### src/hdl/egf_pkg.sv
/*
 Constants for the event-group result FIFO read port: register map,
 field positions, widths and the FIFO depth.
 Assumes a 32-bit APB with byte addresses and word-aligned registers.
*/
package egf_pkg;

    localparam int unsigned ADDR_W = 8;
    localparam int unsigned DATA_W = 32;
    localparam int unsigned STRB_W = 4;
    localparam int unsigned CHAN_W = 4;
    localparam int unsigned RES_W = 10;
    localparam int unsigned WORD_W = 16;
    localparam int unsigned DEPTH = 16;
    localparam int unsigned PTR_W = 4;
    localparam int unsigned CNT_W = 5;

    ////////////////////////////////////////////////////////////////////////////
    // Register map
    localparam logic [ADDR_W-1:0] BUFFER_CONTROL_TWO_ADDR = 8'h00;
    localparam logic [ADDR_W-1:0] QUEUE_STATUS_ADDR = 8'h04;
    localparam logic [ADDR_W-1:0] WINDOW_BASE_ADDR = 8'h20;
    localparam logic [ADDR_W-1:0] WINDOW_MASK = 8'he0;
    localparam logic [1:0] WORD_ALIGN = 2'h0;

    ////////////////////////////////////////////////////////////////////////////
    // Fields
    localparam int unsigned CTL_BUFFERED_BIT = 0;
    localparam int unsigned CTL_TAG_EN_BIT = 1;
    localparam int unsigned CTL_NARROW_BIT = 2;
    localparam int unsigned CTL_W = 3;
    localparam logic [CTL_W-1:0] CTL_RESET = 3'h0;

    localparam int unsigned ST_EMPTY_BIT = 0;
    localparam int unsigned ST_FULL_BIT = 1;
    localparam int unsigned ST_OVERRUN_BIT = 2;
    localparam int unsigned ST_SUSPEND_BIT = 3;
    localparam int unsigned ST_COUNT_LSB = 8;

    localparam int unsigned W_EMPTY_BIT = 15;
    localparam int unsigned W_RSVD_BIT = 14;
    localparam int unsigned W_TAG_LSB = 10;
    localparam int unsigned NARROW_LSB = 2;

    typedef enum logic {
        EGF_IDLE = 1'b0,
        EGF_RESP = 1'b1
    } egf_apb_state_t;

endpackage : egf_pkg

### src/hdl/egf_store_if.sv
/*
 Carrier between the read port top, its FIFO store and its formatter.
 Assumes all three sit on mclk.
*/
`timescale 1ns/1ps
interface egf_store_if;
    logic push;
    logic [egf_pkg::CHAN_W-1:0] push_chan;
    logic [egf_pkg::RES_W-1:0] push_res;
    logic pop;
    logic [egf_pkg::CHAN_W-1:0] head_chan;
    logic [egf_pkg::RES_W-1:0] head_res;
    logic empty;
    logic full;
    logic [egf_pkg::CNT_W-1:0] count;

    modport store (input push, push_chan, push_res, pop,
                   output head_chan, head_res, empty, full, count);
    modport user (output push, push_chan, push_res, pop,
                  input head_chan, head_res, empty, full, count);
    modport view (input head_chan, head_res, empty);
endinterface : egf_store_if

### src/hdl/egf_fmt.sv
/*
 Formats the head FIFO entry into the 16-bit read word.
 Assumes head fields are stable while the word is sampled.
*/
`timescale 1ns/1ps
module egf_fmt (
    egf_store_if.view sif,
    input wire logic tag_en,
    input wire logic narrow,
    output logic [egf_pkg::WORD_W-1:0] word
);
    logic [egf_pkg::CHAN_W-1:0] tag;
    logic [egf_pkg::RES_W-1:0] res;
    logic [egf_pkg::RES_W-1:0] narrow_res;

    // Channel number passes straight through as binary
    assign tag = (tag_en & ~sif.empty) ? sif.head_chan : '0;
    // Narrowing happens here so queued entries follow the live option
    assign narrow_res = egf_pkg::RES_W'(sif.head_res >> egf_pkg::NARROW_LSB);
    assign res = sif.empty ? '0 : (narrow ? narrow_res : sif.head_res);
    assign word = {sif.empty, 1'b0, tag, res};
endmodule : egf_fmt

### src/hdl/egf_read_port.sv
/*
 Event-group result FIFO read port with its APB slave and control.
 Assumes the converter sequencer and debug logic run on mclk; the
 sequencer watches seq_full and the overrun level comes from elsewhere.
*/
`timescale 1ns/1ps
module egf_read_port (
    input wire logic mclk,
    input wire logic reset,
    input wire logic psel,
    input wire logic penable,
    input wire logic pwrite,
    input wire logic [egf_pkg::ADDR_W-1:0] paddr,
    input wire logic [egf_pkg::DATA_W-1:0] pwdata,
    input wire logic [egf_pkg::STRB_W-1:0] pstrb,
    output logic [egf_pkg::DATA_W-1:0] prdata,
    output logic pready,
    output logic pslverr,
    input wire logic seq_push,
    input wire logic [egf_pkg::CHAN_W-1:0] seq_channel,
    input wire logic [egf_pkg::RES_W-1:0] seq_result,
    input wire logic fifo_overrun,
    input wire logic debug_suspend,
    output logic seq_full,
    output logic queue_vacant_flag
);

    ////////////////////////////////////////////////////////////////////////////
    // Declarations
    egf_store_if sif();

    egf_pkg::egf_apb_state_t state_r;
    egf_pkg::egf_apb_state_t state_nxt;

    logic [egf_pkg::DATA_W-1:0] prdata_r;
    logic [egf_pkg::DATA_W-1:0] prdata_nxt;
    logic pready_r;
    logic pslverr_r;
    logic pslverr_nxt;
    logic [egf_pkg::CTL_W-1:0] ctl_r;
    logic [egf_pkg::CTL_W-1:0] ctl_nxt;

    logic buffered_mode;
    logic channel_tag_enable;
    logic narrow_result_select;

    logic aligned;
    logic sel_ctl;
    logic sel_stat;
    logic sel_win_raw;
    logic sel_win;
    logic mapped;

    logic take;
    logic done;
    logic ctl_write;
    logic win_read;
    logic pop_ok;

    logic [egf_pkg::WORD_W-1:0] window_word;
    logic [egf_pkg::DATA_W-1:0] ctl_word;
    logic [egf_pkg::DATA_W-1:0] stat_word;
    logic [egf_pkg::DATA_W-1:0] win_word32;
    logic [egf_pkg::DATA_W-1:0] read_mux;

    ////////////////////////////////////////////////////////////////////////////
    // Submodules
    egf_store u_store (
        .mclk(mclk),
        .reset(reset),
        .sif(sif.store)
    );

    egf_fmt u_fmt (
        .sif(sif.view),
        .tag_en(channel_tag_enable),
        .narrow(narrow_result_select),
        .word(window_word)
    );

    ////////////////////////////////////////////////////////////////////////////
    // Control fields
    assign buffered_mode = ctl_r[egf_pkg::CTL_BUFFERED_BIT];
    assign channel_tag_enable = ctl_r[egf_pkg::CTL_TAG_EN_BIT];
    assign narrow_result_select = ctl_r[egf_pkg::CTL_NARROW_BIT];

    ////////////////////////////////////////////////////////////////////////////
    // Address decode
    assign aligned = (paddr[1:0] == egf_pkg::WORD_ALIGN);
    assign sel_ctl = aligned & (paddr == egf_pkg::BUFFER_CONTROL_TWO_ADDR);
    assign sel_stat = aligned & (paddr == egf_pkg::QUEUE_STATUS_ADDR);
    // Eight word aliases so a burst load drains up to eight entries
    assign sel_win_raw = aligned & ((paddr & egf_pkg::WINDOW_MASK) == egf_pkg::WINDOW_BASE_ADDR);
    // Outside buffered mode the window answers as unmapped
    assign sel_win = sel_win_raw & buffered_mode;
    assign mapped = sel_ctl | sel_stat | sel_win;

    ////////////////////////////////////////////////////////////////////////////
    // Transfer phases
    // First access cycle captures read data; pready rises on the next
    assign take = psel & penable & (state_r == egf_pkg::EGF_IDLE);
    assign done = psel & penable & pready_r;
    assign ctl_write = done & pwrite & sel_ctl & pstrb[0];
    assign win_read = done & ~pwrite & sel_win;

    // Validity comes from the captured word: a push landing between
    // capture and completion must not pop an entry never returned
    assign pop_ok = win_read & ~prdata_r[egf_pkg::W_EMPTY_BIT] & ~fifo_overrun & ~debug_suspend;

    ////////////////////////////////////////////////////////////////////////////
    // FIFO push and pop controls
    assign sif.push = seq_push;
    assign sif.push_chan = seq_channel;
    assign sif.push_res = seq_result;
    assign sif.pop = pop_ok;

    ////////////////////////////////////////////////////////////////////////////
    // Read words
    assign ctl_word = {{(egf_pkg::DATA_W-egf_pkg::CTL_W){1'b0}}, ctl_r};

    always_comb begin
        stat_word = '0;
        stat_word[egf_pkg::ST_EMPTY_BIT] = sif.empty;
        stat_word[egf_pkg::ST_FULL_BIT] = sif.full;
        stat_word[egf_pkg::ST_OVERRUN_BIT] = fifo_overrun;
        stat_word[egf_pkg::ST_SUSPEND_BIT] = debug_suspend;
        stat_word[egf_pkg::ST_COUNT_LSB +: egf_pkg::CNT_W] = sif.count;
    end

    // Upper half zero; a write here changes nothing
    assign win_word32 = {{(egf_pkg::DATA_W-egf_pkg::WORD_W){1'b0}}, window_word};

    assign read_mux = sel_ctl ? ctl_word :
                      sel_stat ? stat_word :
                      sel_win ? win_word32 :
                      '0;

    ////////////////////////////////////////////////////////////////////////////
    // Next-state logic
    always_comb begin
        state_nxt = state_r;
        prdata_nxt = prdata_r;
        pslverr_nxt = pslverr_r;
        case (state_r)
            egf_pkg::EGF_IDLE: begin
                if (take) begin
                    state_nxt = egf_pkg::EGF_RESP;
                    prdata_nxt = pwrite ? '0 : read_mux;
                    pslverr_nxt = ~mapped;
                end
            end
            egf_pkg::EGF_RESP: begin
                if (done) begin
                    state_nxt = egf_pkg::EGF_IDLE;
                    pslverr_nxt = 1'b0;
                end
            end
            default: begin
                state_nxt = egf_pkg::EGF_IDLE;
                pslverr_nxt = 1'b0;
            end
        endcase
    end

    always_comb begin
        ctl_nxt = ctl_r;
        if (ctl_write) begin
            ctl_nxt = pwdata[egf_pkg::CTL_W-1:0];
        end
    end

    ////////////////////////////////////////////////////////////////////////////
    // State registers
    always_ff @(posedge mclk) begin
        if (reset) begin
            state_r <= egf_pkg::EGF_IDLE;
            pready_r <= 1'b0;
        end else begin
            state_r <= state_nxt;
            pready_r <= (state_nxt == egf_pkg::EGF_RESP);
        end
    end

    always_ff @(posedge mclk) begin
        if (reset) begin
            prdata_r <= '0;
            pslverr_r <= 1'b0;
        end else begin
            prdata_r <= prdata_nxt;
            pslverr_r <= pslverr_nxt;
        end
    end

    always_ff @(posedge mclk) begin
        if (reset) begin
            ctl_r <= egf_pkg::CTL_RESET;
        end else begin
            ctl_r <= ctl_nxt;
        end
    end

    ////////////////////////////////////////////////////////////////////////////
    // Outputs, all from flops
    assign prdata = prdata_r;
    assign pready = pready_r;
    assign pslverr = pslverr_r;
    assign seq_full = sif.full;
    assign queue_vacant_flag = sif.empty;

endmodule : egf_read_port

### src/hdl/egf_store.sv
/*
 Result FIFO store: array of channel tag plus 10-bit result.
 Ignores a push when full and a pop when empty.
*/
`timescale 1ns/1ps
module egf_store (
    input wire logic mclk,
    input wire logic reset,
    egf_store_if.store sif
);
    logic [egf_pkg::CHAN_W+egf_pkg::RES_W-1:0] mem [egf_pkg::DEPTH];
    logic [egf_pkg::PTR_W-1:0] wr_ptr_r;
    logic [egf_pkg::PTR_W-1:0] rd_ptr_r;
    logic [egf_pkg::CNT_W-1:0] count_r;
    logic [egf_pkg::CNT_W-1:0] count_nxt;
    logic do_push;
    logic do_pop;

    assign do_push = sif.push & ~sif.full;
    assign do_pop = sif.pop & ~sif.empty;
    assign count_nxt = count_r + {{(egf_pkg::CNT_W-1){1'b0}}, do_push}
                     - {{(egf_pkg::CNT_W-1){1'b0}}, do_pop};

    always_ff @(posedge mclk) begin
        if (do_push) begin
            mem[wr_ptr_r] <= {sif.push_chan, sif.push_res};
        end
    end

    always_ff @(posedge mclk) begin
        if (reset) begin
            wr_ptr_r <= '0;
            rd_ptr_r <= '0;
            count_r <= '0;
            sif.empty <= 1'b1;
            sif.full <= 1'b0;
        end else begin
            wr_ptr_r <= wr_ptr_r + egf_pkg::PTR_W'(do_push);
            rd_ptr_r <= rd_ptr_r + egf_pkg::PTR_W'(do_pop);
            count_r <= count_nxt;
            sif.empty <= (count_nxt == '0);
            sif.full <= (count_nxt == egf_pkg::CNT_W'(egf_pkg::DEPTH));
        end
    end

    // Head is the oldest entry
    assign sif.head_chan = mem[rd_ptr_r][egf_pkg::CHAN_W+egf_pkg::RES_W-1:egf_pkg::RES_W];
    assign sif.head_res = mem[rd_ptr_r][egf_pkg::RES_W-1:0];
    assign sif.count = count_r;
endmodule : egf_store

### config.mk
export PLATFORM = sky130hd
export DESIGN_NAME = egf_read_port
export DESIGN_NICKNAME = d
export VERILOG_FILES = /design/src/hdl/egf_pkg.sv /design/src/hdl/egf_store_if.sv /design/src/hdl/egf_fmt.sv /design/src/hdl/egf_read_port.sv /design/src/hdl/egf_store.sv
export SDC_FILE = /design/constraint.sdc
export NUM_CORES = 1
export LEC_CHECK = 0
export BUFFER_PORTS_ARGS = -buffer_cell sky130_fd_sc_hd__buf_2
export CORE_ASPECT_RATIO = 1.2
export CORE_UTILIZATION = 25
export CTS_CLUSTER_SIZE = 28
export DETAILED_ROUTE_END_ITERATION = 16
export MAX_ROUTING_LAYER = met4
export SETUP_SLACK_MARGIN = 0.3
export SLEW_MARGIN = 10
export SYNTH_ARGS = -nofsm -noshare
export SYNTH_HDL_FRONTEND = slang
export SYNTH_SLANG_ARGS = --single-unit
### constraint.sdc
create_clock -name mclk -period 4.7 [get_ports mclk]
set_clock_uncertainty 0.2 [all_clocks]
set_input_delay 0 -clock mclk [delete_from_list [all_inputs] [get_ports mclk]]
set_output_delay 0 -clock mclk [all_outputs]
set_load 0.02 [all_outputs]
==> results of run 1 <==
-- layout make-up --
type	count	area share, %
Timing Repair Buffer	124	7.293
Clock buffer	34	5.514
Inverter	13	0.3833
Tap cell	539	5.298
Multi-Input combinational cell	292	22.28
Clock inverter	14	0.8060
Antenna cell	1	0.01966
Sequential cell	259	58.40
-- stage by stage --
stage / util (%) / instance area, µm² / setup WS, ns / total power (W)
2_1_floorplan: - / 10570 / 1.631 / 0.002991
3_3_place_gp: 27.80 / 11410 / 1.368 / 0.003154
3_5_place_dp: 27.80 / 11410 / 1.360 / 0.003165
4_1_cts: 31.01 / 12730 / 0.9975 / 0.005141
5_1_grt: 31.01 / 12730 / 0.7570 / 0.005274
6_report: 31.01 / 12730 / 0.9437 / 0.005087
-- how the worst max path moves through the flow --
stage,depth (start not counted),endpoint,start
final,10,ctl_r[1],paddr[6]
after floorplan,12,u_store.sif.full,paddr[1]
after global placement,11,u_store.sif.full,paddr[1]
after global routing,10,ctl_r[1],paddr[6]
after detailed placement,11,u_store.sif.full,paddr[1]
after CTS,10,ctl_r[2],paddr[6]
-- cells in the final DEF (no fill, tap or decap), drive strengths merged, types with 14 or more instances in the layout --
cell / netlist / routed
dlygate4sd3: 0 / 51
clkbuf: 6 / 34
mux4: 59 / 59
nor2: 38 / 38
edfxtp: 224 / 224
buf: 34 / 73
nand2: 24 / 24
dfxtp: 35 / 35
conb: 1 / 17
inv: 12 / 14
mux2i: 21 / 21
-- kinds of logic (layout without fill, tap and decap cells) --
family,count (synthesis),after routing
AOI/OAI and AO/OA,52,52
buffers and inverters,53,185
muxes,82,82
adders and majority gates,10,10
xor gates and xnor gates,9,9
DFF,259,259
other,1,18
and+or+nand+nor,122,122
-- power by group through the flow --
stage	clock [W]	combinational (W)	sequential, W
3_5_place_dp	0	0.000459	0.00271
4_1_cts	0.00200	0.000484	0.00266
5_1_grt	0.00208	0.000527	0.00267
2_1_floorplan	0	0.000292	0.00270
6_report	0.00195	0.000475	0.00266
3_3_place_gp	0	0.000454	0.00270
-- repair_timing --
action,4_1_cts,5_1_grt
hold buffers,51,0
endpoints found under the hold margin,261,0
buffers inserted,0,0
setup endpoints to repair,0,0
-- routing by layer --
layer | vias to the layer above | GRT usage (%)
met3 | 36 | 2.213
li1 | 2568 | -
met2 | 181 | 18.16
met5 | - | -
met4 | 0 | 2.810
met1 | 2895 | 14.44
-- worst max-delay path, delay by kind of cell --
| kind | cells | cell delay (ns) |
|---|---|---|
| muxes | 1 | 0.22 |
| buffers and inverters | 5 | 2.47 |
| and+or+nand+nor | 4 | 1.27 |
-- registers in the layout, summed over array words and instances, names as in the netlist --
| name | cells |
|---|---|
| ctl_r | 3 |
| prdata | 15 |
| pready | 1 |
| pslverr | 1 |
| u_store.mem | 224 |
| u_store.rd_ptr_r | 4 |
| u_store.sif.count | 5 |
| u_store.sif.empty | 1 |
| u_store.sif.full | 1 |
| u_store.wr_ptr_r | 4 |
==> flow_metrics.env, run 1 <==
export IMPL_ctsLongestPathBuffers=3
export IMPL_synth_fa_ha_area_share_pct=1.263
export IMPL_switchingPower_w=0.001177
export IMPL_synth_top_family_by_area="multiplexers"
export IMPL_synth_xor_xnor_area_share_pct=0.7504
export IMPL_synth_edf_count=224
export IMPL_critPathSlowestCell="dlygate4sd3_1"
export IMPL_die_area_um2=42850
export IMPL_cp_cell_sequence="dlygate4sd3_1 -> buf_2 -> or4_4 -> dlygate4sd3_1 -> nor2_1 -> nand4_1 -> mux2i_1 -> dlygate4sd3_1 -> nor2_1 -> dlygate4sd3_1"
export IMPL_place_congestion=0.8041
export IMPL_wl_met3_um=1415
export IMPL_synth_area_mux_share_pct=14.86
export IMPL_clkPwrFrac_pct=38.4
export IMPL_p_int_w=0.003909
export IMPL_clk_latency_ns=0.53
export IMPL_place_hpwl_um=14250
export IMPL_r2r_cells=6
export IMPL_cp_start_kind="input pin"
export IMPL_vias=5680
export IMPL_r2r_start="u_store.rd_ptr_r[0]"
export IMPL_worstMarginPinSlew_ns=1.084
export IMPL_cts_resized=0
export IMPL_hold_ws_ns=0.03263
export IMPL_fp_dieW_um=189.1
export IMPL_sequentialPowerShare_pct=52.3
export IMPL_timing_fmax_mhz=266.2
export IMPL_clkTransAtPathRegs_ns=0.06
export IMPL_synth_seq_area_share_pct=70.70
export IMPL_ys_ff_latch=259
export IMPL_initialDrtViolationCount=412
export IMPL_r2r_setup_slack_ns=1.46
export IMPL_switching_share_pct=23.15
export IMPL_worstPathRequired_ns=4.92
export IMPL_criticalPathCategory="input pin to flop"
export IMPL_multi_input_area_um2=2836
export IMPL_cts_sinks=259
export IMPL_routedWlPerCell_um=18.14
export IMPL_finalCritPeriodShare_pct=79.92
export IMPL_final_nets=793
export IMPL_first_pass_iters=5
export IMPL_routed_top_layer="met4"
export IMPL_synth_area_leaders="edfxtp_1 (64%), mux4_2 (13%), dfxtp_1 (6.7%), mux2i_1 (2.0%), buf_4 (1.4%)"
export IMPL_ff_latch_area_um2=7435
export IMPL_ant_nets=0
export IMPL_io_buffer_count=52
export IMPL_cts_htree_levels=1
export IMPL_maxSlewHeadroom_pct=27.65
export IMPL_synthArstFlopShare_pct=0
export IMPL_first_global_vias=5786
export IMPL_grt_antenna_before_repair=1
export IMPL_ir_worst_vdd_uv=252.9
export IMPL_ios=102
export IMPL_rows=81
export IMPL_rsz0062_at_grt="no"
export IMPL_min_path_cells=6
export IMPL_dp_cells=1176
export IMPL_p_leak_nw=4.108
export IMPL_final_max_slew_viol_count=0
export IMPL_fin_tns_setup_ns=0
export IMPL_synthSimpleGateAreaFrac_pct=5.812
export IMPL_routed_wl_um=23140
export IMPL_max_stage_delay_ns=0.67
export IMPL_cap_violations=0
export IMPL_grt_overflow_total=0
export IMPL_pwr_share_comb_pct=9.3
export IMPL_crit_arrival_ns=3.97
export IMPL_hold_viol=0
export IMPL_ys_flop_type="edfxtp_1"
export IMPL_avgSynthCellArea_um2=17.87
export IMPL_area_growth_pct=21.18
export IMPL_finalNonFillerCells=1276
export IMPL_wl_met1_um=10210
export IMPL_via_per_inst=4.451
export IMPL_timing_rr_end="prdata[10]"
export IMPL_synth_top_cell_area_share_pct=64.03
export IMPL_setup_viol=0
export IMPL_pwr_density_cell_nw_per_um2=399.6
export IMPL_core_um2=41050
export IMPL_worstPathMaxFanout=7
export IMPL_grt_max_degree=55
export IMPL_drc=0
export IMPL_status="complete, no violations"
export IMPL_clockRootBuffer="clkbuf_16"
export IMPL_grtUsageTotal_pct=11.22
export IMPL_cts_tree="yes"
export IMPL_hold_start="paddr[0]"
export IMPL_netlist_top_cell_by_area="edfxtp_1"
export IMPL_synth_area_um2=10510
export IMPL_holdPathEnd="prdata[1]"
export IMPL_synthCells=588
export IMPL_die_h_um=226.6
export IMPL_cts_inserted_buffers=27
export IMPL_layout_min_cycle_time_ns=3.756
export IMPL_synth_compound_area_share_pct=3.466
export IMPL_grt_pass1_wl_um=35130
export IMPL_start_util_pct=25.59
export IMPL_synth_common_cells="edfxtp_1 (224), mux4_2 (59), nor2_1 (38)"
export IMPL_nFillCells=3978
export IMPL_crit_top_cell="dlygate4sd3_1"
export IMPL_layout_drive_gt1_share_pct=25.00
export IMPL_ys_warn_count=0
export IMPL_synth_most_common_cell="edfxtp_1"
export IMPL_hold_class="input pin to flop"
export IMPL_dr_wl_met2_um=11050
export IMPL_cp_end_kind="flop"
export IMPL_synth_distinct_cells=55
No activity file was read; power rests on OpenSTA's default activity.
==> run 2, diff against run 1 <==
- clock period: 4.7 -> 3.1 ns (I/O delays scaled with it)
==> flow_metrics.env, run 2 (synthesized netlist as in run 1, its figures left out) <==
export IMPL_ios=102
export IMPL_r2r_start="ctl_r[0]"
export IMPL_grt_antenna_before_repair=3
export IMPL_status="complete, no violations"
export IMPL_first_global_vias=5921
export IMPL_die_h_um=226.6
export IMPL_cp_end_kind="flop"
export IMPL_ir_worst_vdd_uv=312.5
export IMPL_clk_latency_ns=0.52
export IMPL_grtUsageTotal_pct=11.52
export IMPL_grt_overflow_total=0
export IMPL_hold_viol=0
export IMPL_start_util_pct=25.59
export IMPL_cts_htree_levels=1
export IMPL_cts_tree="yes"
export IMPL_core_um2=41050
export IMPL_place_congestion=0.8003
export IMPL_fin_tns_setup_ns=0
export IMPL_regMostFlops="u_store.mem"
export IMPL_nFillCells=3992
export IMPL_ff_latch_area_um2=7436
export IMPL_vias=5729
export IMPL_finalCritPeriodShare_pct=87.15
export IMPL_crit_arrival_ns=2.96
export IMPL_clkTransAtPathRegs_ns=0.06
export IMPL_finalNonFillerCells=1295
export IMPL_cp_start_kind="flop"
export IMPL_r2r_setup_slack_ns=0.40
export IMPL_io_buffer_count=52
export IMPL_ctsLongestPathBuffers=3
export IMPL_layout_common_cells="edfxtp_1 (224), mux4_2 (59), buf_2 (52)"
export IMPL_multi_input_area_um2=2893
export IMPL_grt_max_degree=41
export IMPL_area_growth_pct=23.50
export IMPL_largest_reg_flops=224
export IMPL_first_pass_iters=4
export IMPL_hold_class="input pin to flop"
export IMPL_dr_wl_met2_um=12020
export IMPL_cp_cell_sequence="nand2_1 -> or3_4 -> or3_4 -> nand2_1 -> ha_2 -> inv_2 -> fa_2 -> xnor2_2 -> nor4b_2 -> nor3b_2"
export IMPL_cts_sinks=259
export IMPL_crit_start="ctl_r[0]"
export IMPL_place_hpwl_um=15280
export IMPL_criticalPathCategory="flop to flop"
export IMPL_rows=81
export IMPL_clockRootBuffer="clkbuf_16"
export IMPL_total_power_w=0.007786
export IMPL_grt_pass1_wl_um=35840
export IMPL_setup_viol=0
export IMPL_maxSlewHeadroom_pct=56.87
export IMPL_cts_inserted_buffers=27
export IMPL_critPathBufInv=1
export IMPL_routed_wl_um=23970
export IMPL_ant_nets=0
export IMPL_pwr_density_cell_nw_per_um2=600.2
export IMPL_hold_start="psel"
export IMPL_crit_family="simple AND/OR/NAND/NOR gates"
export IMPL_via_per_inst=4.424
export IMPL_r2r_cells=10
export IMPL_wl_met1_um=10230
export IMPL_critPathSlowestCell="or3_4"
export IMPL_worstPathRequired_ns=3.35
export IMPL_layout_min_cycle_time_ns=2.702
export IMPL_cap_violations=0
export IMPL_wl_met3_um=1292
export IMPL_final_nets=811
export IMPL_timing_fmax_mhz=370.1
export IMPL_die_area_um2=42850
export IMPL_rsz0062_at_grt="yes"
export IMPL_final_common_cell="edfxtp_1"
export IMPL_p_leak_nw=4.231
export IMPL_min_path_cells=6
export IMPL_layout_drive_gt1_share_pct=29.08
export IMPL_max_stage_delay_ns=0.38
export IMPL_worstPathMaxFanout=3
export IMPL_dp_cells=1197
export IMPL_routed_top_layer="met4"
export IMPL_routedWlPerCell_um=18.51
export IMPL_final_max_slew_viol_count=0
export IMPL_fp_dieW_um=189.1
export IMPL_worstMarginPinSlew_ns=0.6445
export IMPL_holdPathEnd="pslverr"
export IMPL_drc=0
export IMPL_timing_rr_end="u_store.sif.full"
export IMPL_initialDrtViolationCount=420
## run 2: cell types whose count changed in the layout (fill, tap and decap cells not counted), moves of 3 or more
| cell | previous run | this run |
|---|---|---|
| buf_12 | 0 | 3 |
| buf_4 | 21 | 39 |
| dfxtp_2 | 0 | 4 |
| dlygate4sd3_1 | 51 | 45 |
| dfxtp_1 | 33 | 30 |
## run 2: worst min-delay path, delay by kind of cell
family / cells / cell delay (ns)
fa+ha+maj: 1 / 0.20
simple gates: 2 / 0.21
buf+inv: 1 / 0.07
compound gates: 2 / 0.22
## run 2: per-stage QoR
stage	hold WS, ns	area, µm²	setup slack (ns)	utilization (%)
6_report	0.01614	12970	0.3983	31.61
5_1_grt	0.04142	12970	0.2820	31.61
4_1_cts	0.01665	12890	0.3124	31.40
3_5_place_dp	0.05810	11640	0.1582	28.36
3_3_place_gp	0.04692	11640	0.1864	28.36
2_1_floorplan	-0.1011	10600	0.2065	-
## run 2: worst max-delay path by stage
| stage | end | slack [ns] | cells after the start |
|---|---|---|---|
| floorplan | u_store.sif.empty | 0.21 | 14 |
| global placement | u_store.sif.full | 0.19 | 11 |
| detailed placement | u_store.sif.full | 0.16 | 11 |
| CTS | prdata[15] | 0.31 | 7 |
| global route | u_store.sif.full | 0.28 | 10 |
| finish | u_store.sif.full | 0.40 | 10 |
## run 2: what timing repair did
item,CTS,global route
endpoints found under the setup margin,0,8
endpoints found under the hold margin,259,0
hold buffers,46,0
buffers inserted,0,1
gates resized for setup,0,13
## run 2: metal layers
| layer | GRT usage [%] | vias to the layer above |
|---|---|---|
| met5 | - | - |
| met2 | 19.79 | 167 |
| met1 | 14.09 | 2931 |
| li1 | - | 2590 |
| met4 | 2.784 | 0 |
| met3 | 1.966 | 41 |
## run 2: final cells by class
cell class / instances / share of cell area (%)
Sequential cell: 259 / 57.32
Multi-Input combinational cell: 292 / 22.30
Timing Repair Buffer: 142 / 8.699
Clock buffer: 36 / 5.468
Tap cell: 539 / 5.198
Clock inverter: 11 / 0.5883
Inverter: 13 / 0.3761
Antenna cell: 3 / 0.05786
## run 2: power by group
group,total [W],switching (W),internal (W)
clock network,0.00294,0.00126,0.00168
registers,0.00403,0.0000850,0.00395
logic,0.000818,0.000468,0.000350
total,0.00779,0.00181,0.00597
==> run 3, diff against run 2 <==
- CORE_MARGIN: not set -> 3
==> flow_metrics.env, run 3 (synthesized netlist as in run 1, its figures left out) <==
export IMPL_min_path_cells=5
export IMPL_routedWlPerCell_um=18.34
export IMPL_routed_top_layer="met4"
export IMPL_final_max_slew_viol_count=0
export IMPL_clkTransAtPathRegs_ns=0.07
export IMPL_cp_start_kind="flop"
export IMPL_r2r_setup_slack_ns=0.35
export IMPL_worstPathMaxFanout=3
export IMPL_ctsLongestPathBuffers=3
export IMPL_ir_worst_vdd_uv=410.5
export IMPL_wl_met3_um=1244
export IMPL_clk_latency_ns=0.52
export IMPL_ios=102
export IMPL_pwr_density_cell_nw_per_um2=610.6
export IMPL_holdPathEnd="prdata[0]"
export IMPL_timing_rr_end="u_store.sif.full"
export IMPL_drc=0
export IMPL_status="complete, no violations"
export IMPL_layout_min_cycle_time_ns=2.749
export IMPL_routed_wl_um=23840
export IMPL_rows=81
export IMPL_place_hpwl_um=15750
export IMPL_final_nets=817
export IMPL_first_global_vias=5808
export IMPL_core_um2=41150
export IMPL_area_growth_pct=23.71
export IMPL_die_h_um=230.6
export IMPL_maxSlewHeadroom_pct=52.36
export IMPL_cp_end_kind="flop"
export IMPL_grtUsageTotal_pct=10.89
export IMPL_hold_class="input pin to flop"
export IMPL_worstPathRequired_ns=3.34
export IMPL_first_pass_iters=4
export IMPL_criticalPathCategory="flop to flop"
export IMPL_fp_dieW_um=193.1
export IMPL_layout_common_cells="edfxtp_1 (224), mux4_2 (59), buf_2 (52)"
export IMPL_cts_htree_levels=1
export IMPL_cts_sinks=259
export IMPL_grt_pass1_wl_um=35750
export IMPL_vias=5681
export IMPL_setup_viol=0
export IMPL_grt_overflow_total=0
export IMPL_io_buffer_count=52
export IMPL_grt_antenna_before_repair=2
export IMPL_critPathSlowestCell="or3_4"
export IMPL_final_util_pct=31.58
export IMPL_timing_fmax_mhz=363.7
export IMPL_via_per_inst=4.370
export IMPL_initialDrtViolationCount=440
export IMPL_die_area_um2=44530
export IMPL_dr_wl_met2_um=11880
export IMPL_final_common_cell="edfxtp_1"
export IMPL_worstMarginPinSlew_ns=0.7085
export IMPL_p_leak_nw=4.270
export IMPL_grt_max_degree=32
export IMPL_cp_cell_sequence="nand2_2 -> or3_4 -> or3_4 -> nand2_2 -> ha_4 -> inv_2 -> fa_2 -> xnor2_2 -> nor4b_2 -> nor3b_2"
export IMPL_ant_nets=0
export IMPL_max_stage_delay_ns=0.41
export IMPL_r2r_cells=10
export IMPL_clockRootBuffer="clkbuf_16"
export IMPL_wl_met1_um=10340
export IMPL_hold_start="paddr[7]"
export IMPL_cts_inserted_buffers=26
export IMPL_crit_arrival_ns=2.99
export IMPL_fin_tns_setup_ns=0
export IMPL_cap_violations=0
export IMPL_regMostFlops="u_store.mem"
export IMPL_cts_tree="yes"
export IMPL_hold_viol=0
export IMPL_largest_reg_flops=224
export IMPL_r2r_start="ctl_r[0]"
export IMPL_finalCritPeriodShare_pct=88.69
export IMPL_place_congestion=0.7806
export IMPL_rsz0062_at_grt="yes"
export IMPL_start_util_pct=25.53
export IMPL_layout_drive_gt1_share_pct=29.64
==> run 3: changes by cell type in the layout (fill, tap and decap cells not counted), moves of 2 or more <==
cell	before	now
buf_12	3	0
nor2_1	36	38
ha_2	2	0
nand2_2	0	2
nor2_2	2	0
clkbuf_1	9	5
buf_4	39	51
bufinv_16	1	3
nand2_1	24	22
==> run 3: worst max-delay path, delay by kind of cell (launching register included) <==
kind                       cells  cell delay [ns]
xor gates and xnor gates       1             0.16
adders and majority gates      2             0.51
buffers and inverters          1             0.04
DFF                            1             0.36
and+or+nand+nor                6             1.39
==> run 3: how the worst max path moves through the flow <==
stage	from	end	slack, ns
after floorplan	paddr[1]	u_store.sif.empty	0.21
after global routing	ctl_r[0]	u_store.sif.full	0.23
after detailed placement	paddr[1]	u_store.sif.full	0.16
final	ctl_r[0]	u_store.sif.full	0.35
after CTS	pready	u_store.sif.full	0.31
after global placement	paddr[1]	u_store.sif.full	0.17
==> run 3: layer usage <==
| layer | vias up | global-route usage [%] |
|---|---|---|
| li1 | 2622 | - |
| met4 | 0 | 2.103 |
| met3 | 31 | 1.883 |
| met5 | - | - |
| met1 | 2901 | 14.12 |
| met2 | 127 | 18.11 |
==> run 3: through the flow <==
stage / std cells / area (µm²) / total power, W / setup slack [ns] / hold WS, ns
floorplan: 604 / 10600 / 0.004583 / 0.2065 / -0.1011
global placement: 1203 / 11640 / 0.004855 / 0.1717 / 0.04859
detailed placement: 1203 / 11640 / 0.004873 / 0.1588 / 0.04476
CTS: 1295 / 12960 / 0.008007 / 0.3104 / 0.0002073
global route: 1300 / 13000 / 0.008248 / 0.2251 / 0.03727
finish: 1300 / 13000 / 0.007935 / 0.3506 / 0.02174
==> run 3: layout make-up <==
class / instances / area (µm²)
Fill cell: 4037 / 28150
Sequential cell: 259 / 7435
Multi-Input combinational cell: 292 / 2888
Timing Repair Buffer: 149 / 1105
Clock buffer: 32 / 694.4
Tap cell: 539 / 674.4
Clock inverter: 14 / 146.4
Inverter: 13 / 48.80
Antenna cell: 2 / 5.005
==> run 3: power by group <==
group	total (W)	switching, W	leakage (nW)	internal [W]
Sequential	0.00403	0.0000842	2.31	0.00395
Combinational	0.000818	0.000465	1.56	0.000353
Clock	0.00309	0.00125	0.405	0.00183
Total	0.00793	0.00180	4.27	0.00613
==> run 3: what timing repair did <==
item / 4_1_cts / 5_1_grt
pin swaps: 6 / 3
gates resized for setup: 7 / 1
endpoints found under the setup margin: 1 / 7
hold buffers: 45 / 0
hold endpoints to repair: 259 / 0
gates cloned: 0 / 0
setup buffers: 1 / 3
